$ cat config.mk
export PLATFORM = sky130hd
export DESIGN_NAME = lpmc_ctrl
export DESIGN_NICKNAME = d
export VERILOG_FILES = /design/src/verilog/lpmc_pkg.sv /design/src/verilog/lpmc_ctrl.sv /design/src/verilog/lpmc_delay.sv /design/src/verilog/lpmc_edge.sv
export SDC_FILE = /design/constraint.sdc
export NUM_CORES = 1
export LEC_CHECK = 0
export BUFFER_PORTS_ARGS = -buffer_cell sky130_fd_sc_hd__buf_2
export CELL_PAD_IN_SITES_DETAIL_PLACEMENT = 0
export CELL_PAD_IN_SITES_GLOBAL_PLACEMENT = 1
export CORE_UTILIZATION = 35
export DETAILED_ROUTE_END_ITERATION = 8
export GPL_ROUTABILITY_DRIVEN = 0
export GPL_TIMING_DRIVEN = 0
export PLACE_DENSITY_LB_ADDON = 0.1
export SETUP_SLACK_MARGIN = 0.1
export SLEW_MARGIN = 10
export SYNTH_ARGS = -nofsm -noshare
export SYNTH_HDL_FRONTEND = slang
export SYNTH_SLANG_ARGS = --single-unit
export TNS_END_PERCENT = 30
$ cat constraint.sdc
create_clock -name clk -period 2.4 [get_ports clk]
set_input_delay 0.12 -clock clk [delete_from_list [all_inputs] [get_ports clk]]
set_output_delay 0.12 -clock clk [all_outputs]
set_load 0.01 [all_outputs]
$ cat src/verilog/lpmc_pkg.sv
package lpmc_pkg;
  localparam logic [7:0] ADDR_CTRL = 8'h00;
  localparam logic [7:0] ADDR_STAT = 8'h04;
  localparam int CTRL_LPREG   = 0;
  localparam int CTRL_PDSEL   = 1;
  localparam int CTRL_WUCLR   = 2;
  localparam int CTRL_SBCLR   = 3;
  localparam int CTRL_VDET_EN  = 4;
  localparam int CTRL_VDET_LVL = 5;
  localparam int CTRL_BKP_WR   = 8;
  localparam int STAT_WUEF    = 0;
  localparam int STAT_SBF     = 1;
  localparam int STAT_VDET_OUT = 2;
  localparam int STAT_WKPSEL  = 8;
  localparam logic [8:0] CTRL_RESET = 9'h000;
  localparam int CLK_MHZ       = 50;
  localparam int OSC_START_NS  = 2000;
  localparam int REG_WAKE_NS   = 5000;
  localparam int CHIP_RESET_NS = 20000;
  localparam int OSC_START_CYC  = (OSC_START_NS * CLK_MHZ + 999) / 1000;
  localparam int REG_WAKE_CYC   = (REG_WAKE_NS * CLK_MHZ + 999) / 1000;
  localparam int CHIP_RESET_CYC = (CHIP_RESET_NS * CLK_MHZ + 999) / 1000;
  localparam int WUCLR_DELAY    = 2;
  typedef enum logic [1:0] {LPMC_SLEEP, LPMC_STOP, LPMC_STANDBY} lpmc_mode_e;
  typedef struct packed {
    logic wake_pin;
    logic rtc_alarm;
    logic tamper;
    logic ext_reset_n;
    logic watchdog_reset;
  } lpmc_wake_s;
  typedef struct packed {
    logic core_clk_en;
    logic periph_clk_en;
    logic fast_osc_en;
    logic reg_on;
    logic reg_low_power;
    logic domain_power_on;
    logic core_reset;
  } lpmc_power_s;
endpackage : lpmc_pkg
$ cat src/verilog/lpmc_ctrl.sv
// Chosen here: strobed register access.
`timescale 1ns/1ps
module lpmc_ctrl #(
  parameter int OSC_CYC   = lpmc_pkg::OSC_START_CYC,
  parameter int REG_CYC   = lpmc_pkg::REG_WAKE_CYC,
  parameter int RESET_CYC = lpmc_pkg::CHIP_RESET_CYC
) (
  input  wire logic               clk,
  input  wire logic               rstn,
  input  wire logic [7:0]         addr,
  input  wire logic [31:0]        wdata,
  input  wire logic               wr,
  input  wire logic               rd,
  output logic [31:0]             rdata,
  input  wire logic               wait_for_interrupt,
  input  wire logic               wait_for_event,
  input  wire logic               handler_exit,
  input  wire logic               sleep_on_handler_exit,
  input  wire logic               deep_sleep_select,
  input  wire logic               irq_pending,
  input  wire logic               event_in,
  input  wire lpmc_pkg::lpmc_wake_s wake,
  input  wire logic               pvd_below,
  output lpmc_pkg::lpmc_power_s   power,
  output logic                    core_run,
  output logic                    service_irq,
  output logic                    resume_from_reset,
  output logic                    backup_write_en,
  output logic [1:0]              mode_active,
  output logic                    low_power_active
);
  import lpmc_pkg::*;
  localparam int DW = 16;
  typedef enum {ST_RUN, ST_SLEEP, ST_STOP, ST_STOP_WAKE, ST_STANDBY, ST_RESET_WAIT} lpmc_state_e;

  lpmc_state_e state_reg;
  lpmc_state_e state_next;
  logic [8:0]  ctrl_reg;
  logic [8:0]  ctrl_next;
  logic        wuef_reg;
  logic        wuef_next;
  logic        sbf_reg;
  logic        sbf_next;
  logic        wkpsel_reg;
  logic        wkpsel_next;
  logic [1:0]  wuclr_pipe_reg;
  logic [1:0]  wuclr_pipe_next;
  logic        by_event_reg;
  logic        by_event_next;
  logic        lpreg_hold_reg;
  logic        lpreg_hold_next;
  lpmc_mode_e  mode_reg;
  lpmc_mode_e  mode_next;
  logic        svc_reg;
  logic        svc_next;
  logic        rst_entry_reg;
  logic        rst_entry_next;
  logic [31:0] rdata_reg;
  logic [31:0] rdata_next;
  logic        pin_rise;
  logic        dly_start;
  logic [DW-1:0] dly_count;
  logic        dly_busy;
  logic        dly_done;
  logic        enter;
  logic        wake_hit;
  logic        standby_wake;

  lpmc_edge u_pin (
    .clk   (clk),
    .rstn  (rstn),
    .level (wake.wake_pin),
    .rise  (pin_rise)
  );

  lpmc_delay #(.W(DW)) u_dly (
    .clk   (clk),
    .rstn  (rstn),
    .start (dly_start),
    .count (dly_count),
    .busy  (dly_busy),
    .done  (dly_done)
  );

  // entry on a wait instruction when that option is clear, or only on handler exit when it is set
  assign enter = (wait_for_interrupt | wait_for_event) & ~sleep_on_handler_exit
               | handler_exit & sleep_on_handler_exit;
  // interrupt-wait entry accepts any interrupt; event-wait entry accepts only events
  assign wake_hit = by_event_reg ? event_in : irq_pending;
  assign standby_wake = (pin_rise & wkpsel_reg) | wake.rtc_alarm | wake.tamper
                      | ~wake.ext_reset_n | wake.watchdog_reset;

  always_comb begin
    state_next      = state_reg;
    mode_next       = mode_reg;
    by_event_next   = by_event_reg;
    lpreg_hold_next = lpreg_hold_reg;
    svc_next        = 1'b0;
    rst_entry_next  = 1'b0;
    dly_start       = 1'b0;
    dly_count       = '0;
    case (state_reg)
      ST_RUN: begin
        if (enter) begin
          // choice is frozen here so software writes cannot disturb the sleep
          by_event_next   = wait_for_event & ~sleep_on_handler_exit;
          lpreg_hold_next = ctrl_reg[CTRL_LPREG];
          if (!deep_sleep_select) begin
            mode_next  = LPMC_SLEEP;
            state_next = ST_SLEEP;
          end else if (!ctrl_reg[CTRL_PDSEL]) begin
            mode_next  = LPMC_STOP;
            state_next = ST_STOP;
          end else if (!wuef_reg) begin
            mode_next  = LPMC_STANDBY;
            state_next = ST_STANDBY;
          end
        end
      end
      ST_SLEEP: begin
        if (wake_hit) begin
          state_next = ST_RUN;
          svc_next   = ~by_event_reg;
        end
      end
      ST_STOP: begin
        if (wake_hit) begin
          state_next = ST_STOP_WAKE;
          dly_start  = 1'b1;
          dly_count  = DW'(OSC_CYC + (lpreg_hold_reg ? REG_CYC : 0));
        end
      end
      ST_STOP_WAKE: begin
        if (dly_done) begin
          state_next = ST_RUN;
          svc_next   = ~by_event_reg;
        end
      end
      ST_STANDBY: begin
        if (standby_wake) begin
          state_next = ST_RESET_WAIT;
          dly_start  = 1'b1;
          dly_count  = DW'(RESET_CYC);
        end
      end
      default: begin
        if (dly_done) begin
          state_next     = ST_RUN;
          rst_entry_next = 1'b1;
        end
      end
    endcase
  end

  // register file
  always_comb begin
    ctrl_next       = ctrl_reg;
    wkpsel_next     = wkpsel_reg;
    wuef_next       = wuef_reg;
    sbf_next        = sbf_reg;
    wuclr_pipe_next = {wuclr_pipe_reg[0], 1'b0};
    rdata_next      = '0;
    // standby wake clears the control register but not the status one
    if (state_reg == ST_RESET_WAIT && dly_done) begin
      ctrl_next = CTRL_RESET;
    end
    if (wr && addr == ADDR_CTRL) begin
      ctrl_next[CTRL_LPREG]             = wdata[CTRL_LPREG];
      ctrl_next[CTRL_PDSEL]             = wdata[CTRL_PDSEL];
      ctrl_next[CTRL_VDET_EN]                  = wdata[CTRL_VDET_EN];
      ctrl_next[CTRL_VDET_LVL+2:CTRL_VDET_LVL] = wdata[CTRL_VDET_LVL+2:CTRL_VDET_LVL];
      ctrl_next[CTRL_BKP_WR]                   = wdata[CTRL_BKP_WR];
      wuclr_pipe_next[0]                = wdata[CTRL_WUCLR];
      if (wdata[CTRL_SBCLR]) begin
        sbf_next = 1'b0;
      end
    end else if (wr && addr == ADDR_STAT) begin
      wkpsel_next = wdata[STAT_WKPSEL];
    end
    if (state_reg == ST_RUN && enter && deep_sleep_select && ctrl_reg[CTRL_PDSEL] && !wuef_reg) begin
      sbf_next = 1'b1;
    end
    if (wuclr_pipe_reg[1]) begin
      wuef_next = 1'b0;
    end
    // a wake event in the clear cycle wins
    if ((wake.wake_pin && wkpsel_reg) || wake.rtc_alarm) begin
      wuef_next = 1'b1;
    end
    if (rd) begin
      if (addr == ADDR_CTRL) begin
        rdata_next[8:0] = ctrl_reg;
      end else if (addr == ADDR_STAT) begin
        rdata_next[STAT_WUEF]   = wuef_reg;
        rdata_next[STAT_SBF]    = sbf_reg;
        rdata_next[STAT_VDET_OUT] = pvd_below & ctrl_reg[CTRL_VDET_EN] & (state_reg != ST_STANDBY);
        rdata_next[STAT_WKPSEL] = wkpsel_reg;
      end
    end
  end

  always_ff @(posedge clk or negedge rstn) begin
    if (!rstn) begin
      state_reg      <= ST_RUN;
      mode_reg       <= LPMC_SLEEP;
      by_event_reg   <= 1'b0;
      lpreg_hold_reg <= 1'b0;
      svc_reg        <= 1'b0;
      rst_entry_reg  <= 1'b0;
      ctrl_reg       <= CTRL_RESET;
      wuef_reg       <= 1'b0;
      sbf_reg        <= 1'b0;
      wkpsel_reg     <= 1'b0;
      wuclr_pipe_reg <= 2'h0;
      rdata_reg      <= 32'h0;
    end else begin
      state_reg      <= state_next;
      mode_reg       <= mode_next;
      by_event_reg   <= by_event_next;
      lpreg_hold_reg <= lpreg_hold_next;
      svc_reg        <= svc_next;
      rst_entry_reg  <= rst_entry_next;
      ctrl_reg       <= ctrl_next;
      wuef_reg       <= wuef_next;
      sbf_reg        <= sbf_next;
      wkpsel_reg     <= wkpsel_next;
      wuclr_pipe_reg <= wuclr_pipe_next;
      rdata_reg      <= rdata_next;
    end
  end

  // clock and supply controls per state
  always_comb begin
    power = '{core_clk_en: 1'b1, periph_clk_en: 1'b1, fast_osc_en: 1'b1, reg_on: 1'b1,
              reg_low_power: 1'b0, domain_power_on: 1'b1, core_reset: 1'b0};
    case (state_reg)
      ST_SLEEP: begin
        power.core_clk_en = 1'b0;
      end
      ST_STOP: begin
        power.core_clk_en   = 1'b0;
        power.periph_clk_en = 1'b0;
        power.fast_osc_en   = 1'b0;
        power.reg_low_power = lpreg_hold_reg;
      end
      ST_STOP_WAKE: begin
        // clocks come back only when oscillator and regulator have settled
        power.core_clk_en   = 1'b0;
        power.periph_clk_en = 1'b0;
      end
      ST_STANDBY: begin
        power.core_clk_en     = 1'b0;
        power.periph_clk_en   = 1'b0;
        power.fast_osc_en     = 1'b0;
        power.reg_on          = 1'b0;
        power.domain_power_on = 1'b0;
        power.core_reset      = 1'b1;
      end
      ST_RESET_WAIT: begin
        power.core_clk_en   = 1'b0;
        power.periph_clk_en = 1'b0;
        power.core_reset    = 1'b1;
      end
      default: begin
      end
    endcase
  end

  assign core_run          = (state_reg == ST_RUN);
  assign service_irq       = svc_reg;
  assign resume_from_reset = rst_entry_reg;
  assign backup_write_en   = ctrl_reg[CTRL_BKP_WR];
  assign mode_active       = mode_reg;
  assign low_power_active  = (state_reg != ST_RUN);
  assign rdata             = rdata_reg;
endmodule : lpmc_ctrl

$ cat src/verilog/lpmc_delay.sv
`timescale 1ns/1ps
module lpmc_delay #(
  parameter int W = 16
) (
  input  wire logic         clk,
  input  wire logic         rstn,
  input  wire logic         start,
  input  wire logic [W-1:0] count,
  output logic              busy,
  output logic              done
);
  import lpmc_pkg::*;
  logic [W-1:0] cnt_reg;
  logic [W-1:0] cnt_next;
  logic         busy_reg;
  logic         busy_next;
  logic         done_next;
  logic         done_reg;
  always_comb begin
    cnt_next  = cnt_reg;
    busy_next = busy_reg;
    done_next = 1'b0;
    if (start) begin
      cnt_next  = count;
      busy_next = 1'b1;
    end else if (busy_reg) begin
      if (cnt_reg <= W'(1)) begin
        busy_next = 1'b0;
        done_next = 1'b1;
      end else begin
        cnt_next = cnt_reg - W'(1);
      end
    end
  end
  always_ff @(posedge clk or negedge rstn) begin
    if (!rstn) begin
      cnt_reg  <= '0;
      busy_reg <= 1'b0;
      done_reg <= 1'b0;
    end else begin
      cnt_reg  <= cnt_next;
      busy_reg <= busy_next;
      done_reg <= done_next;
    end
  end
  assign busy = busy_reg;
  assign done = done_reg;
endmodule : lpmc_delay

$ cat src/verilog/lpmc_edge.sv
`timescale 1ns/1ps
module lpmc_edge (
  input  wire logic clk,
  input  wire logic rstn,
  input  wire logic level,
  output logic      rise
);
  import lpmc_pkg::*;
  logic last_reg;
  logic last_next;
  always_comb begin
    last_next = level;
  end
  always_ff @(posedge clk or negedge rstn) begin
    if (!rstn) begin
      last_reg <= 1'b0;
    end else begin
      last_reg <= last_next;
    end
  end
  assign rise = level & ~last_reg;
endmodule : lpmc_edge

==> impl_results.md <==
* Status: finished, final reports clean
* Die height at between 80 and 90 µm
* Clock latency on the worst-skew pair at approximately 0.30 ns
* Worst stage delay on the critical path at 0.58 ns
* I/O Pins at 103
* Clock power share at between 20% and 30%
* Slew HR at around 59%
* Vias at between 2000 and 2500
* IO Port Bufs at 54
* Internal power at 1.51 mW
* Layout fillers at approximately 700
* Hold Path Depth at 3
* Layout cells sized above 1 at between 20 and 30%
* Initial Utilization at between 30% and 40%
* Critical path origin: u_dly.cnt_reg[14]
* Fin crit share at approximately nine tenths
* Avg Inst Size Synth at ~9.5 µm²
* Total of max-cap violations at 0
* Core ar. at around 7000 µm²
* Critical R2R Launch: u_dly.cnt_reg[14]
* FP Rows at 30
* Area post-placement at about 3100 µm²
* Area share of the leading cell type in the synthesized netlist at a little under half
* Worst Clk Skew at around 0.0055 ns
* Crit path kind: flip-flop to flip-flop
* Register area share after synthesis at 46.6%
* Synth Area in Simple Gates at between 20% and 30%
* Synth area leaders: dfrtp_1, buf_4, nand2_1
* Crit start category: flip-flop
* Commonest cells after routing, fill and taps aside: buf_2, dfrtp_1, nand2_1
* CTS H-tree depth at 2
* Deepest clock path buffer count at 2
* Compound-Gate Fraction of Synth Area at 11.4%
* Most numerous cell on the critical path: or4_4
* Vias per cell at about 4.7
* First-pass GRT wire length at roughly 10000 µm
* Synth unique cells at 48
* Adder-cell share of the synthesized area at less than 1%
* Final Hold Vio Count at 0
* Crit-path slowest cell: or4_4
* Mapped Area at around 2600 µm²
* Number of flip-flops in the largest register at 16
* Worst r2r dst: u_dly.cnt_reg[3]
* # nets final at between 400 and 500
* Post-DP HPWL at between 4000 and 5000 µm
* Grt total ovfl at 0
* Pin count of the biggest net entering global routing at 49
* Hold Path Sink: ctrl_reg[6]
* DRT iter0 DRCs at 87
* Final setup viols at 0
* Switch Pwr at 843 µW
* FF-to-FF setup slack at between 0.2 and 0.25 ns
* Wirelength, routed at between 5000 and 6000 µm
* Final Util at 45.8%
* Drt drc at 0
* Die Wd at slightly below 90 µm
* Setup repair bufs after CTS at 0
* Crit path time final at about 2.2 ns
* R2R cell count at 5
* Crit-path max FO at 10
* All-layer global routing usage at about 17%
* CP cell instances: or4_4, or4_4, o21ai_4, or4_2, nand4_1
* Die area at roughly 7700 µm²
* Highest clock rate at around 460 MHz
* Commonest non-fill, non-tap cell in the layout: buf_2
* Cell area after layout at approximately 3200 µm²
* Cells after Synth at around 270
* Async SR Flop Fraction at 100%
* Sw Ratio at roughly 36%
* PwrDens at about 740 nW/µm²
* Mux cell area share after synthesis at 3.74%
* Reg area at ~1200 µm²
* Initial antenna violation count at 0
* Tightest Pin Transition at roughly 0.61 ns
* Worst Path Required at roughly 2.6 ns
* Clk root buf: clkbuf_8
* Yosys warnings at 0
* Vias in the first global route at about 2100
* Hold Startpoint: wdata[6]
* Largest vdd supply drop at between 0.2 and 0.25 mV
* ANT cells at 0
* Sequential power share at 45.6%
* CTS tree: yes
* Count of pins over their slew limit at 0
* Post-route antenna net violation count at 0
* FF+latch count, synth at 48
* Setup repair after global routing missed its margin: yes
* EDFF count, synth at 0
* CTS buffer count at 5
* Area of the multi-input gates at about 1200 µm²
* Min-delay worst type: input pin to flip-flop
* Area delta synth->final at 23.3%
* Post-synthesis xor/xnor area fraction at 3.06%
* DRT Pass-1 Iters at 4
* Wire length per cell at about 13 µm
* Leak Pwr at 1.55 nW
* CTS sink count at 48
* Endpoint class of the critical path: flip-flop
* Most area-hungry cell type in the Yosys netlist: dfrtp_1
* Comb power frac at between 30% and 40%
* Top FF cell, synth: dfrtp_1
* Worst Path Arrival at ~2.4 ns
* Setup tns final at 0 ns
* Largest family of logic cells by synthesized area: simple AND/OR/NAND/NOR gates
* Reg clk slew, reported paths at ~0.09 ns
## cell families after synthesis
kind of cell	Yosys count
multiplexers	9
AO/OA/AOI/OAI	45
flip-flops	48
AND/OR/NAND/NOR	118
buffers and inverters	40
XOR/XNOR	9
other	1
adder cells (fa/ha/maj)	2
## synthesized netlist by cell type (all sizes together) (6+ instances only)
cell type / instances
inv: 7
clkbuf: 7
buf: 26
o21ai: 17
nor4: 6
and2: 6
xnor2: 9
or4: 6
nand3: 10
dfrtp: 48
nand2: 37
nor2: 25
a21oi: 9
## critical path: cells and delay by family, from the launching register on
kind               cells  cell delay, ns
AOI/OAI and AO/OA      1            0.28
and+or+nand+nor        4            1.38
DFF                    1            0.41
## worst max-delay path by stage
| stage | end | slack (ns) | cells after the start |
|---|---|---|---|
| 4_1_cts | u_dly.cnt_reg[1] | 0.13 | 8 |
| 3_5_place_dp | u_dly.cnt_reg[1] | 0.17 | 8 |
| 2_1_floorplan | u_dly.cnt_reg[3] | 0.38 | 5 |
| 6_report | u_dly.cnt_reg[3] | 0.21 | 5 |
| 5_1_grt | u_dly.cnt_reg[6] | 0.04 | 8 |
| 3_3_place_gp | u_dly.cnt_reg[1] | 0.20 | 8 |
## power groups by stage
stage	clock (mW)	sequential, mW	combinational, mW
floorplan	0	1.05	0.567
finish	0.496	1.07	0.781
CTS	0.512	1.07	0.788
global placement	0	1.08	0.769
global route	0.552	1.09	0.878
detailed placement	0	1.09	0.780
## routing by layer
metal | vias up | GRT usage [%] | wire length [µm]
met4 | 0 | 5.37 | 70
met1 | 1008 | 23.1 | 2680
met2 | 64 | 26.6 | 2750
met5 | - | 0 | 0
li1 | 1069 | - | -
met3 | 7 | 4.24 | 330
## repair_timing
item | in CTS | in global routing
resized for setup | 0 | 2
setup endpoints to repair | 0 | 3
hold buffers | 1 | 1
endpoints found under the hold margin | 1 | 48
## area by class of cell
| class | count | share of cell area, % |
|---|---|---|
| Sequential cell | 48 | 37.8 |
| Clock buffer | 6 | 2.60 |
| Multi-Input combinational cell | 207 | 38.6 |
| Tap cell | 96 | 3.78 |
| Clock inverter | 1 | 0.276 |
| Inverter | 7 | 0.827 |
| Buffer | 33 | 6.89 |
| Timing Repair Buffer | 56 | 9.21 |
## stage by stage
stage                     worst slack (ns)  power (mW)  hold WS (ns)  std cells
after floorplan                      0.385        1.62        -0.176        295
after global placement               0.197        1.85         0.262        445
after detailed placement             0.172        1.87         0.269        445
after CTS                            0.134        2.37        0.0121        453
after global routing                0.0410        2.52       0.00957        454
final                                0.209        2.35        0.0171        454
(Power assumes the default switching activity.)
